File: src/spd_regs.svh
// Purpose: shared constants of the step pulse decoder and its controller
// Assumes: 10 MHz clock
// Notes:   counts are derived from times in ns, rounded up
`ifndef SPD_REGS_SVH
`define SPD_REGS_SVH

// ============================================================
// controller register map
`define SPD_ADDR_CTRL       8'h00
`define SPD_ADDR_MOVE       8'h04
`define SPD_ADDR_STAT       8'h08
`define SPD_CTRL_MODE2P_BIT 0
`define SPD_CTRL_REL_BIT    1
`define SPD_MOVE_DIRCW_BIT  16
`define SPD_STAT_BUSY_BIT   0
`define SPD_STAT_REL_BIT    1
`define SPD_STAT_HOLD_BIT   2

// ============================================================
// link line positions inside the sync vectors
`define SPD_LN_PULSE        0
`define SPD_LN_DIR          1
`define SPD_LN_REL          2

// ============================================================
// driver warning bits
`define SPD_WARN_CONFLICT   0
`define SPD_WARN_DIRFAST    1
`define SPD_WARN_RELFAST    2
`define SPD_WARN_OVERRATE   3

// ============================================================
// timing
`define SPD_CLK_KHZ         10000
`define SPD_RESP_NS         10000
`define SPD_HALF_NS         5000
`define SPD_PERIOD_NS       10000
`define SPD_RELWAIT_NS      100000
`define SPD_NS2CYC(ns)      (((ns) * `SPD_CLK_KHZ + 999999) / 1000000)
`define SPD_RESP_CYC        16'(`SPD_NS2CYC(`SPD_RESP_NS))
`define SPD_HALF_CYC        16'(`SPD_NS2CYC(`SPD_HALF_NS))
`define SPD_PERIOD_CYC      16'(`SPD_NS2CYC(`SPD_PERIOD_NS))
`define SPD_RELWAIT_CYC     16'(`SPD_NS2CYC(`SPD_RELWAIT_NS))

// ============================================================
// reset values
`define SPD_CTRL_RST        2'h0
`define SPD_WIND_RST        1'b0

`endif

File: src/spd_pkg.sv
// Purpose: types of the step pulse decoder and its controller
// Assumes: nothing
// Notes:   driver and controller each keep all their state in one struct
package spd_pkg;

    // ============================================================
    // controller sequence, gray along idle-setup-on-off
    typedef enum logic [2:0] {
        SPD_HS_IDLE  = 3'b000,
        SPD_HS_SETUP = 3'b001,
        SPD_HS_ON    = 3'b011,
        SPD_HS_OFF   = 3'b010,
        SPD_HS_HOLD  = 3'b110
    } spd_hst_state_t;

    // ============================================================
    typedef struct packed {
        logic [2:0]  sync1;
        logic [2:0]  sync2;
        logic [2:0]  prev;
        logic        step;
        logic        step_cw;
        logic [1:0]  exc;
        logic [15:0] pos;
        logic        wind_en;
        logic        last_cw;
        logic [15:0] dir_age;
        logic [15:0] rel_age;
        logic [15:0] per_age;
        logic [3:0]  warn;
    } spd_drv_st_t;

    // ============================================================
    typedef struct packed {
        spd_hst_state_t st;
        logic [15:0]    tmr;
        logic [15:0]    remain;
        logic           dir_cw;
        logic           mode2p;
        logic           rel;
        logic           pulse_on;
        logic           dir_on;
        logic           rel_on;
        logic           busy;
        logic [31:0]    rdata;
    } spd_hst_st_t;

endpackage : spd_pkg

File: src/spd_if.sv
// Purpose: isolated input lines from controller to driver
// Assumes: 1 means current flows in the isolating element
// Notes:   no clocking block, the driver synchronises
`timescale 1ns/1ps
interface spd_if;
    logic step_pulse_in;
    logic ccw_dir_in;
    logic windings_release_in;

    modport ctrl (
        output step_pulse_in,
        output ccw_dir_in,
        output windings_release_in
    );

    modport drv (
        input  step_pulse_in,
        input  ccw_dir_in,
        input  windings_release_in
    );
endinterface : spd_if

File: src/spd_drv.sv
// Purpose: input decoding of a two-phase stepping driver
// Assumes: mode input is a static setting; link lines asynchronous
// Notes:   excitation state is gray coded and wraps every four steps
`timescale 1ns/1ps

// Overview of operation
// - static input picks two-pulse or pulse-direction mode
// - two-pulse: cw line falling steps clockwise
// - two-pulse: ccw line falling steps counter-clockwise
// - controller never pulses both lines together
// - controller keeps pulse lines off when idle; the ccw line stays on if two-pulse follows a cw one-pulse move
// - one-pulse: direction on, pulse fall steps clockwise
// - one-pulse: direction off, fall steps counter-clockwise
// - controller waits response time after direction change
// - release on removes all winding current
// - release off restores winding current
// - controller releases only for manual shaft turning
// - line high means current flows, logically on
// - selection stable ten microseconds before next pulse
// - pulse rate up to 100 kHz, 50% duty
// - controller waits after release before pulsing
module spd_drv (
    input  wire logic        I_MCLK,
    input  wire logic        I_RST,
    input  wire logic        I_MODE_2P,
    spd_if.drv               LINK,
    output logic             O_STEP,
    output logic             O_STEP_CW,
    output logic             O_PHASE_A,
    output logic             O_PHASE_B,
    output logic             O_WIND_EN,
    output logic      [15:0] O_POS,
    output logic      [3:0]  O_WARN
);
    import spd_pkg::*;
    `include "spd_regs.svh"

    spd_drv_st_t r;
    spd_drv_st_t n;

    logic fall_p;
    logic fall_d;
    logic rel;
    logic req;
    logic req_cw;
    logic bad;
    logic dir_evt;

    // ============================================================
    // helpers
    function automatic logic spd_fall(input logic prev,
                                      input logic cur);
        return prev & ~cur;
    endfunction : spd_fall

    function automatic logic [15:0] spd_sat(input logic [15:0] v);
        return (v == 16'hFFFF) ? v : v + 16'h1;
    endfunction : spd_sat

    // two-bit gray counter keeps one phase change per step
    function automatic logic [1:0] spd_gray_step(input logic [1:0] g,
                                                 input logic cw);
        logic [1:0] b;
        logic [1:0] nb;
        b  = {g[1], g[1] ^ g[0]};
        nb = cw ? b + 2'h1 : b - 2'h1;
        return {nb[1], nb[1] ^ nb[0]};
    endfunction : spd_gray_step

    // an age reads one less than the cycles since its event, so the
    // compare adds one back: a legal full-rate train must not warn
    function automatic logic spd_young(input logic [15:0] age,
                                       input logic [15:0] limit);
        logic [16:0] span;
        span = {1'b0, age} + 17'h1;
        return span < {1'b0, limit};
    endfunction : spd_young

    // two-pulse decode {dropped, request, clockwise}; a fall beside a
    // held-on other line is dropped, as the pair cannot be told apart
    function automatic logic [2:0] spd_dec_2p(input logic fp,
                                              input logic fd,
                                              input logic on_p,
                                              input logic on_d);
        logic [2:0] d;
        d = 3'b000;
        if ((fp && (fd || on_d)) || (fd && on_p)) begin
            d = 3'b100;
        end else if (fp) begin
            d = 3'b011;
        end else if (fd) begin
            d = 3'b010;
        end
        return d;
    endfunction : spd_dec_2p

    // ============================================================
    // decode
    always_comb begin
        n       = r;
        fall_p  = 1'b0;
        fall_d  = 1'b0;
        req     = 1'b0;
        req_cw  = 1'b0;
        bad     = 1'b0;
        dir_evt = 1'b0;
        // ========================================================
        // synchroniser
        // two flops: the isolators switch with no regard to this clock
        // high on a line means current in the isolator
        n.sync1 = {LINK.windings_release_in,
                   LINK.ccw_dir_in,
                   LINK.step_pulse_in};
        n.sync2 = r.sync1;
        n.prev  = r.sync2;
        for (int i = 0; i < 3; i++) begin
            n.prev[i] = r.sync2[i];
        end
        // three cycles of latency against 50 per half period
        fall_p = spd_fall(r.prev[`SPD_LN_PULSE], r.sync2[`SPD_LN_PULSE]);
        fall_d = spd_fall(r.prev[`SPD_LN_DIR], r.sync2[`SPD_LN_DIR]);
        rel    = r.sync2[`SPD_LN_REL];

        // ========================================================
        // step decode
        if (I_MODE_2P) begin
            {bad, req, req_cw} = spd_dec_2p(fall_p, fall_d,
                                            r.sync2[`SPD_LN_PULSE],
                                            r.sync2[`SPD_LN_DIR]);
        end else if (fall_p) begin
            // one-pulse: the direction level picks the way
            req    = 1'b1;
            req_cw = r.sync2[`SPD_LN_DIR];
        end

        // ========================================================
        // windings and position
        n.wind_en = ~rel;
        // release wins over a step seen in the same cycle
        n.step    = req & ~rel;
        n.step_cw = req_cw & req & ~rel;
        if (req && !rel) begin
            n.exc     = spd_gray_step(r.exc, req_cw);
            n.pos     = req_cw ? r.pos + 16'h1 : r.pos - 16'h1;
            n.last_cw = req_cw;
        end

        // ========================================================
        // timing watch on the far side, warnings only
        n.warn = 4'h0;
        n.warn[`SPD_WARN_CONFLICT] = bad;
        n.dir_age = spd_sat(r.dir_age);
        n.rel_age = spd_sat(r.rel_age);
        n.per_age = spd_sat(r.per_age);
        // two-pulse has no direction line: each step restarts the age
        if (I_MODE_2P) begin
            dir_evt = req;
        end else begin
            dir_evt = r.prev[`SPD_LN_DIR] != r.sync2[`SPD_LN_DIR];
        end
        if (dir_evt) begin
            n.dir_age = 16'h0;
        end
        if (rel) begin
            n.rel_age = 16'h0;
        end
        if (req && !rel) begin
            n.per_age = 16'h0;
            // the watch counts from the fall, so it is looser
            // than the true select-to-pulse figure by one half
            if (req_cw != r.last_cw
                && spd_young(r.dir_age, `SPD_RESP_CYC)) begin
                n.warn[`SPD_WARN_DIRFAST] = 1'b1;
            end
            if (spd_young(r.rel_age, `SPD_RELWAIT_CYC)) begin
                n.warn[`SPD_WARN_RELFAST] = 1'b1;
            end
            if (spd_young(r.per_age, `SPD_PERIOD_CYC)) begin
                n.warn[`SPD_WARN_OVERRATE] = 1'b1;
            end
        end
        if (rel) begin
            n.warn[`SPD_WARN_RELFAST] = 1'b0;
        end
    end

    // ============================================================
    // state register
    // age counters start saturated-free at zero, so the first
    // steps after reset may warn; warnings do not block steps
    always_ff @(posedge I_MCLK or posedge I_RST) begin
        if (I_RST) begin
            r <= '0;
        end else begin
            r <= n;
        end
    end

    // ============================================================
    // outputs, each a field of the state register
    // phases leave the gray state directly: one moves per step
    assign O_STEP    = r.step;
    assign O_STEP_CW = r.step_cw;
    assign O_PHASE_A = r.exc[1];
    assign O_PHASE_B = r.exc[0];
    assign O_WIND_EN = r.wind_en;
    assign O_POS     = r.pos;
    assign O_WARN    = r.warn;

endmodule : spd_drv

File: src/flat_wrapper.sv
// flat-port wrapper written by rule: the top's interface ports become plain ports
module spd_drv_flat import spd_pkg::*;
  (I_MCLK, I_RST, I_MODE_2P, O_STEP, O_STEP_CW, O_PHASE_A, O_PHASE_B, O_WIND_EN, O_POS, O_WARN, LINK_step_pulse_in, LINK_ccw_dir_in, LINK_windings_release_in);
  spd_if LINK_i ();
  input  wire logic I_MCLK;
  input  wire logic I_RST;
  input  wire logic I_MODE_2P;
  output logic O_STEP;
  output logic O_STEP_CW;
  output logic O_PHASE_A;
  output logic O_PHASE_B;
  output logic O_WIND_EN;
  output logic      [15:0] O_POS;
  output logic      [3:0] O_WARN;
  input wire logic [$bits(LINK_i.step_pulse_in)-1:0] LINK_step_pulse_in;
  input wire logic [$bits(LINK_i.ccw_dir_in)-1:0] LINK_ccw_dir_in;
  input wire logic [$bits(LINK_i.windings_release_in)-1:0] LINK_windings_release_in;
  assign LINK_i.step_pulse_in = LINK_step_pulse_in;
  assign LINK_i.ccw_dir_in = LINK_ccw_dir_in;
  assign LINK_i.windings_release_in = LINK_windings_release_in;
  spd_drv u_core (.I_MCLK(I_MCLK), .I_RST(I_RST), .I_MODE_2P(I_MODE_2P), .LINK(LINK_i), .O_STEP(O_STEP), .O_STEP_CW(O_STEP_CW), .O_PHASE_A(O_PHASE_A), .O_PHASE_B(O_PHASE_B), .O_WIND_EN(O_WIND_EN), .O_POS(O_POS), .O_WARN(O_WARN));
endmodule
File: config.mk
export PLATFORM = sky130hd
export DESIGN_NAME = spd_drv_flat
export DESIGN_NICKNAME = d
export VERILOG_FILES = /design/src/spd_pkg.sv /design/src/spd_if.sv /design/src/spd_drv.sv /design/src/flat_wrapper.sv
export VERILOG_INCLUDE_DIRS = /design/src
export SDC_FILE = /design/constraint.sdc
export NUM_CORES = 1
export LEC_CHECK = 0
export ABC_AREA = 1
export BUFFER_PORTS_ARGS = -buffer_cell sky130_fd_sc_hd__buf_2
export CORE_MARGIN = 5
export CORE_UTILIZATION = 48
export CTS_CLUSTER_DIAMETER = 40
export CTS_CLUSTER_SIZE = 14
export DETAILED_ROUTE_END_ITERATION = 7
export GPL_ROUTABILITY_DRIVEN = 0
export PLACE_DENSITY = 0.73
export SYNTH_ARGS = -nofsm -noshare
export SYNTH_HDL_FRONTEND = slang
export SYNTH_SLANG_ARGS = --single-unit
File: constraint.sdc
create_clock -name I_MCLK -period 2.16 [get_ports I_MCLK]
set_input_delay 0.216 -clock I_MCLK [delete_from_list [all_inputs] [get_ports I_MCLK]]
set_output_delay 0.216 -clock I_MCLK [all_outputs]
set_load 0.02 [all_outputs]
# ---- Word level (Yosys, flattened, before mapping)
# Index checks and enable logic that the tools add are counted.
# Widths: inputs -> output; s select.
dict set report totals {
  regBits 82
  output_inout_bits 25
  elab_cells 72
}
dict set report op_classes {
  add_sub_neg 10
  n_lt_le_gt_ge 3
  eq_ne 8
  muxes 21
  bitwise_logic 10
  reduce_logical 7
}
# cell count
set ops {}
lappend ops {{$mux 16} 6}
lappend ops {{$add 16x1->16 const B} 4}
lappend ops {{$add 16x1->17 const B} 3}
lappend ops {{$eq 16x16->1 const B} 3}
lappend ops {{$lt 17x7->1 const B} 2}
lappend ops {{$mux 19} 1}
lappend ops {{$lt 17x10->1 const B} 1}
lappend ops {{$sub 16x1->16 const B} 1}
lappend ops {{$mux 1} 10}
lappend ops {{$mux 3} 2}
lappend ops {{$ne 2x1->1 const B} 3}
lappend ops {{$and 1x1->1} 5}
lappend ops {{$logic_and 1x1->1} 4}
lappend ops {{$mux 2} 2}
lappend ops {{$not 1->1} 3}
lappend ops {{$add 2x1->2 const B} 1}
lappend ops {{$logic_or 1x1->1} 2}
lappend ops {{$ne 1x1->1} 2}
lappend ops {{$sub 2x1->2 const B} 1}
lappend ops {{$xor 1x1->1} 2}
lappend ops {{$logic_not 1->1} 1}

# ---- Longest topological paths before layout
dict set report depth {
  depth_word 12
  depth_mapped 19
  mapped_depth_nobuf 19
}

# ---- Worst setup path after synthesis
# Ideal clock, no wire load.
dict set report synth_timing {
  path_type {register to register}
  start {register u_core.r (netlist bit u_core.n[75])}
  end {register u_core.r (netlist bit u_core.O_POS[15])}
  arrival_time_ps 2214
  required_ps 2044
  slack_ps -170
  stages_incl_launch_ff 18
  period_less_slack_ps 2330
  path_cell_list {dfrtp_1 inv_1 ha_1 nand3_2 nand4_4 buf_2 buf_2 ha_1 inv_1 o21ai_0 nand2_1 nand2_1 nor2_1 nand2_1 nand2_1 nand2_1 nand2_1 nand2_1}
}
dict set report synth_via {
  elab_chain_len 8
  elab_cells_between_ends 14
}
# element line
set synth_lines {}
lappend synth_lines {{start, declared} spd_drv.sv:38} ;# spd_drv_st_t r;
lappend synth_lines {{start signal, assigned} spd_drv.sv:195} ;# r <= n;
lappend synth_lines {{$not 1->1} spd_drv.sv:53} ;# return prev & ~cur;
lappend synth_lines {{$and 1x1->1} spd_drv.sv:53}
lappend synth_lines {{$logic_or 1x1->1} spd_drv.sv:87} ;# if ((fp && (fd || on_d)) || (fd && on_p)) begin
lappend synth_lines {{$logic_and 1x1->1} spd_drv.sv:87}
lappend synth_lines {{$logic_or 1x1->1} spd_drv.sv:87}
lappend synth_lines {{$mux 3} spd_drv.sv:87}
lappend synth_lines {{$mux 1} spd_drv.sv:126} ;# if (I_MODE_2P) begin
lappend synth_lines {{$mux 16 / $logic_and 1x1->1 (equally long branches)} {spd_drv.sv:144, spd_drv.sv:142}}
# Several ways; a longest one is shown, not always the timed one.
# A chain may end at the register's enable or synchronous reset.

# ---- Worst setup path after layout
dict set report layout_timing {
  start {register u_core.r (netlist bit u_core.n[75])}
  end {register u_core.r (netlist bit u_core.O_POS[14])}
}
# The elaborated chain is that of the path after synthesis.

==> results.cfg <==
[placed_design]
place_hpwl_um = 7925
placedCellCount = 795
placed_instance_area_um2 = 5264
place.port_buffers = 30

[synthesis]
post_synthesis_simple_gate_area_fraction_pct = 30.17
synth_top_family_by_area = simple AND/OR/NAND/NOR gates
synth_async_sr_flop_share_pct = 100.0
synth_register_bits = 82
synth-xor-area-share_pct = 8.093
synth.largest_area_cell = sky130_fd_sc_hd__dfrtp_1
synth_fp_nets = 654
synth_enable_flop_cells = 0
post_synth.cell_area_avg_um2 = 7.718
yosys.cell_types.count = 40
mappedNetlistArea_um2 = 4947
netlist_top_cells_area = sky130_fd_sc_hd__dfrtp_1 (41%), sky130_fd_sc_hd__nand2_1 (13%), sky130_fd_sc_hd__inv_1 (5.9%)
yosys.area.top_type_share_pct = 41.48
synth_sequential_area_ratio_pct = 41.48
netlist_top_cells_count = sky130_fd_sc_hd__nand2_1 (167), sky130_fd_sc_hd__dfrtp_1 (82), sky130_fd_sc_hd__inv_1 (78), sky130_fd_sc_hd__nand3_1 (52), sky130_fd_sc_hd__nor2_1 (47)
netlist_instances = 641
synth_most_common_cell = sky130_fd_sc_hd__nand2_1
most_frequently_used_flop_master_after_synthesis = sky130_fd_sc_hd__dfrtp_1
post_synth_mux_area_share_pct = 0
adder_and_majority_gate_portion_of_the_synthesized_area_pct = 1.770
post_synthesis_compound_gate_area_fraction_pct = 7.638
ys_warn_count = 0

[sta]
fin_hold_ws_ns = 0.3501
period_utilisation_layout_pct = 100.6
finalSetupViolations = 1
post_route_clock_skew_ns = 0.01711
worst_slew_pin_slew_ns = 0.5834
finalWorstPathRequiredPeriod_ns = 2.172
timing.max_slew.rel_slack_pct = 61.02
grt_setup_unrepaired = true
setup-tns-final_ns = -0.01190
clock.fmax_mhz = 460.4
slew_viol_final = 0
finalHoldViolCount = 0
final.setup.worst_slack_ns = -0.01190

[final_layout]
post_layout_nonfiller_instances = 826
fill_cells = 906
antenna-diode-count = 0
nNetsFinal = 699
post-route-cell-area_um2 = 5728
flow.area_growth_from_synthesis_pct = 15.78
fraction_of_layout_cells_with_a_size_suffix_above_1_pct = 20.72

[pwr]
seqPwrFrac_pct = 37.0
combPwrFrac_pct = 40.1
power.clock.fraction_pct = 22.9
power_switching_mw = 2.377
post-layout-total-power_mw = 5.841
ir_drop_v = 0.0004276
cellPowerDensity_nw_per_um2 = 1020
netSwitchingFraction_pct = 40.69
power.internal_mw = 3.464
cellLeakagePower_nw = 2.918

[clock_tree]
clock_pin_transition_on_the_worst_setup_and_hold_timing_paths_ns = 0.08
cts_root_buffer = sky130_fd_sc_hd__clkbuf_8
numCtsBuffers = 9
cts_num_sinks = 82
worstSkewPairLatency_ns = 0.36
number_of_h_tree_levels = 3
tritoncts = yes
clock_tree.buffer_depth = 2

[flow_run]
maxCapViolCount = 0

[floorplan]
ios = 31
die_height_um = 111.5
die_w_um = 111.5
die-area_um2 = 12440
floorplan.initialDensity_pct = 48.57
num_rows = 37
core_ar_um2 = 10180

[routing]
dr_total_vias = 4256
routed_wire_length_per_instance_um = 13.17
drc_errors = 0
detail_route.iter0.violations = 263
via_per_inst = 5.153
ant_nets = 0
first_pass_iters = 4
drt-total-wl_um = 10880

[worst_setup_path]
worst-path-max-fanout = 6
startpoint_type = flop
flop2flop_setup_slack_ns = -0.01
reg2regPathDepth = 16
r2r_start = u_core.n[75]$_DFF_PP0_
critical_path_class = reg -> reg
reg2reg_to = u_core.O_POS[14]$_DFFE_PP0P_
timing.critical_path.required_ns = 2.41
critPathArrivalTime_ns = 2.42
endpoint_kind = flop

[status]
violations_in_the_final_reports = negative setup slack
outcome = complete, but fails checks

[global_routing]
groute.usage.overall_pct = 18.05
grt_pass1_wl_um = 18700
pin_count_of_the_biggest_net_entering_global_routing = 35
grt_remaining_overflow = 0
antenna_found_initial = 0
first_global_vias = 4193

[hold_path]
timing.hold.worst.class = reg -> reg
min_delay_worst_endpoint = u_core.n[74]$_DFF_PP0_
hold_path_startpoint = u_core.n[77]$_DFF_PP0_
holdPathStages = 0
==> cell type report <==
| cell class | count | area [µm²] | share of cell area [%] |
|---|---|---|---|
| flip-flops and latches | 82 | 2053 | 35.85 |
| clock inverters | 6 | 113.9 | 1.988 |
| multi-input cells | 444 | 2472 | 43.16 |
| repair buffers | 68 | 486.7 | 8.497 |
| inverters | 81 | 307.8 | 5.374 |
| well taps | 136 | 170.2 | 2.971 |
| clock buffers | 9 | 123.9 | 2.163 |
==> worst max-delay path, stage by stage (launching register included) <==
cell	delay [ns]
sky130_fd_sc_hd__dfrtp_1	0.39
sky130_fd_sc_hd__inv_2	0.08
sky130_fd_sc_hd__ha_2	0.19
sky130_fd_sc_hd__inv_1	0.05
sky130_fd_sc_hd__nand2_2	0.07
sky130_fd_sc_hd__nand4_4	0.14
sky130_fd_sc_hd__buf_6	0.17
sky130_fd_sc_hd__ha_4	0.26
sky130_fd_sc_hd__inv_2	0.06
sky130_fd_sc_hd__nor2_1	0.17
sky130_fd_sc_hd__nand2_1	0.09
sky130_fd_sc_hd__nor2_1	0.11
sky130_fd_sc_hd__nand2_1	0.07
sky130_fd_sc_hd__nand2_1	0.06
sky130_fd_sc_hd__nand2_1	0.05
sky130_fd_sc_hd__nand3_1	0.06
sky130_fd_sc_hd__nand2_1	0.05
==> timing repair <==
action	CTS	global route
endpoints found under the hold margin	27	0
resized for setup	2	30
buffers inserted	0	12
hold buffers	4	0
pin swaps	0	11
endpoints found under the setup margin	4	32
==> state kept, by name, summed over array words and instances, names as in the netlist <==
| register | flops |
|---|---|
| u_core.O_POS | 16 |
| u_core.n | 6 |
| u_core.O_WIND_EN | 1 |
| u_core.O_WARN | 4 |
| u_core.O_PHASE_A | 1 |
| u_core.r | 51 |
| u_core.O_PHASE_B | 1 |
| u_core.O_STEP | 1 |
| u_core.O_STEP_CW | 1 |
==> placed cells by master (no fill, tap or decap), types with 9 or more instances in the layout <==
cell / Yosys / routed
sky130_fd_sc_hd__buf_4: 21 / 30
sky130_fd_sc_hd__xnor2_1: 17 / 17
sky130_fd_sc_hd__nor2_2: 7 / 10
sky130_fd_sc_hd__buf_2: 3 / 30
sky130_fd_sc_hd__a21oi_1: 15 / 15
sky130_fd_sc_hd__xor2_1: 25 / 24
sky130_fd_sc_hd__nand4_1: 17 / 17
sky130_fd_sc_hd__nand3_1: 52 / 51
sky130_fd_sc_hd__clkbuf_8: 0 / 9
sky130_fd_sc_hd__dfrtp_1: 82 / 81
sky130_fd_sc_hd__nand2_2: 8 / 20
sky130_fd_sc_hd__inv_1: 78 / 73
sky130_fd_sc_hd__nand2_1: 167 / 155
sky130_fd_sc_hd__nor3_1: 11 / 9
sky130_fd_sc_hd__o21ai_0: 36 / 34
sky130_fd_sc_hd__nor2_1: 47 / 42
==> logic make-up (layout without fill, tap and decap cells) <==
kind of cell	after synthesis	in the layout
xor+xnor	44	44
buf+inv	115	164
fa+ha+maj	7	7
simple gates	326	326
flops	82	82
compound gates	67	67
==> per-stage QoR <==
step	setup slack, ns	utilization (%)
after detailed placement	-0.003785	51.68
after floorplan	-0.009210	-
after global routing	-0.1370	56.24
after CTS	-0.003101	54.47
after global placement	0.06356	51.68
final	-0.01190	56.24
==> routing by layer <==
| layer | share of wire, % | wire (µm) | vias up | GRT usage (%) |
|---|---|---|---|---|
| li1 | - | - | 2128 | - |
| met1 | 44 | 4836 | 2017 | 21.80 |
| met2 | 50 | 5452 | 92 | 31.81 |
| met3 | 3.6 | 391 | 19 | 3.098 |
| met4 | 1.8 | 195 | 0 | 7.543 |
| met5 | 0 | 0 | - | 0 |
==> power groups by stage <==
stage / combinational (mW) / clock, mW / sequential, mW
2_1_floorplan: 1.84 / 0 / 2.10
3_3_place_gp: 2.12 / 0 / 2.17
3_5_place_dp: 2.18 / 0 / 2.19
4_1_cts: 2.19 / 1.36 / 2.16
5_1_grt: 2.65 / 1.44 / 2.21
6_report: 2.34 / 1.33 / 2.16
==> worst max-delay path by stage <==
| stage | startpoint | to | slack, ns | cells after the start |
|---|---|---|---|---|
| after global routing | u_core.n[75]$_DFF_PP0_ | u_core.O_POS[15]$_DFFE_PP0P_ | -0.14 | 17 |
| after global placement | u_core.n[75]$_DFF_PP0_ | u_core.O_POS[8]$_DFFE_PP0P_ | 0.06 | 17 |
| after detailed placement | u_core.n[74]$_DFF_PP0_ | u_core.O_POS[12]$_DFFE_PP0P_ | -0.004 | 17 |
| final | u_core.n[75]$_DFF_PP0_ | u_core.O_POS[14]$_DFFE_PP0P_ | -0.01 | 16 |
| after floorplan | u_core.n[75]$_DFF_PP0_ | u_core.O_POS[15]$_DFFE_PP0P_ | -0.009 | 17 |
| after CTS | u_core.n[75]$_DFF_PP0_ | u_core.O_POS[12]$_DFFE_PP0P_ | -0.003 | 18 |
No activity file was read; power rests on OpenSTA's default activity.
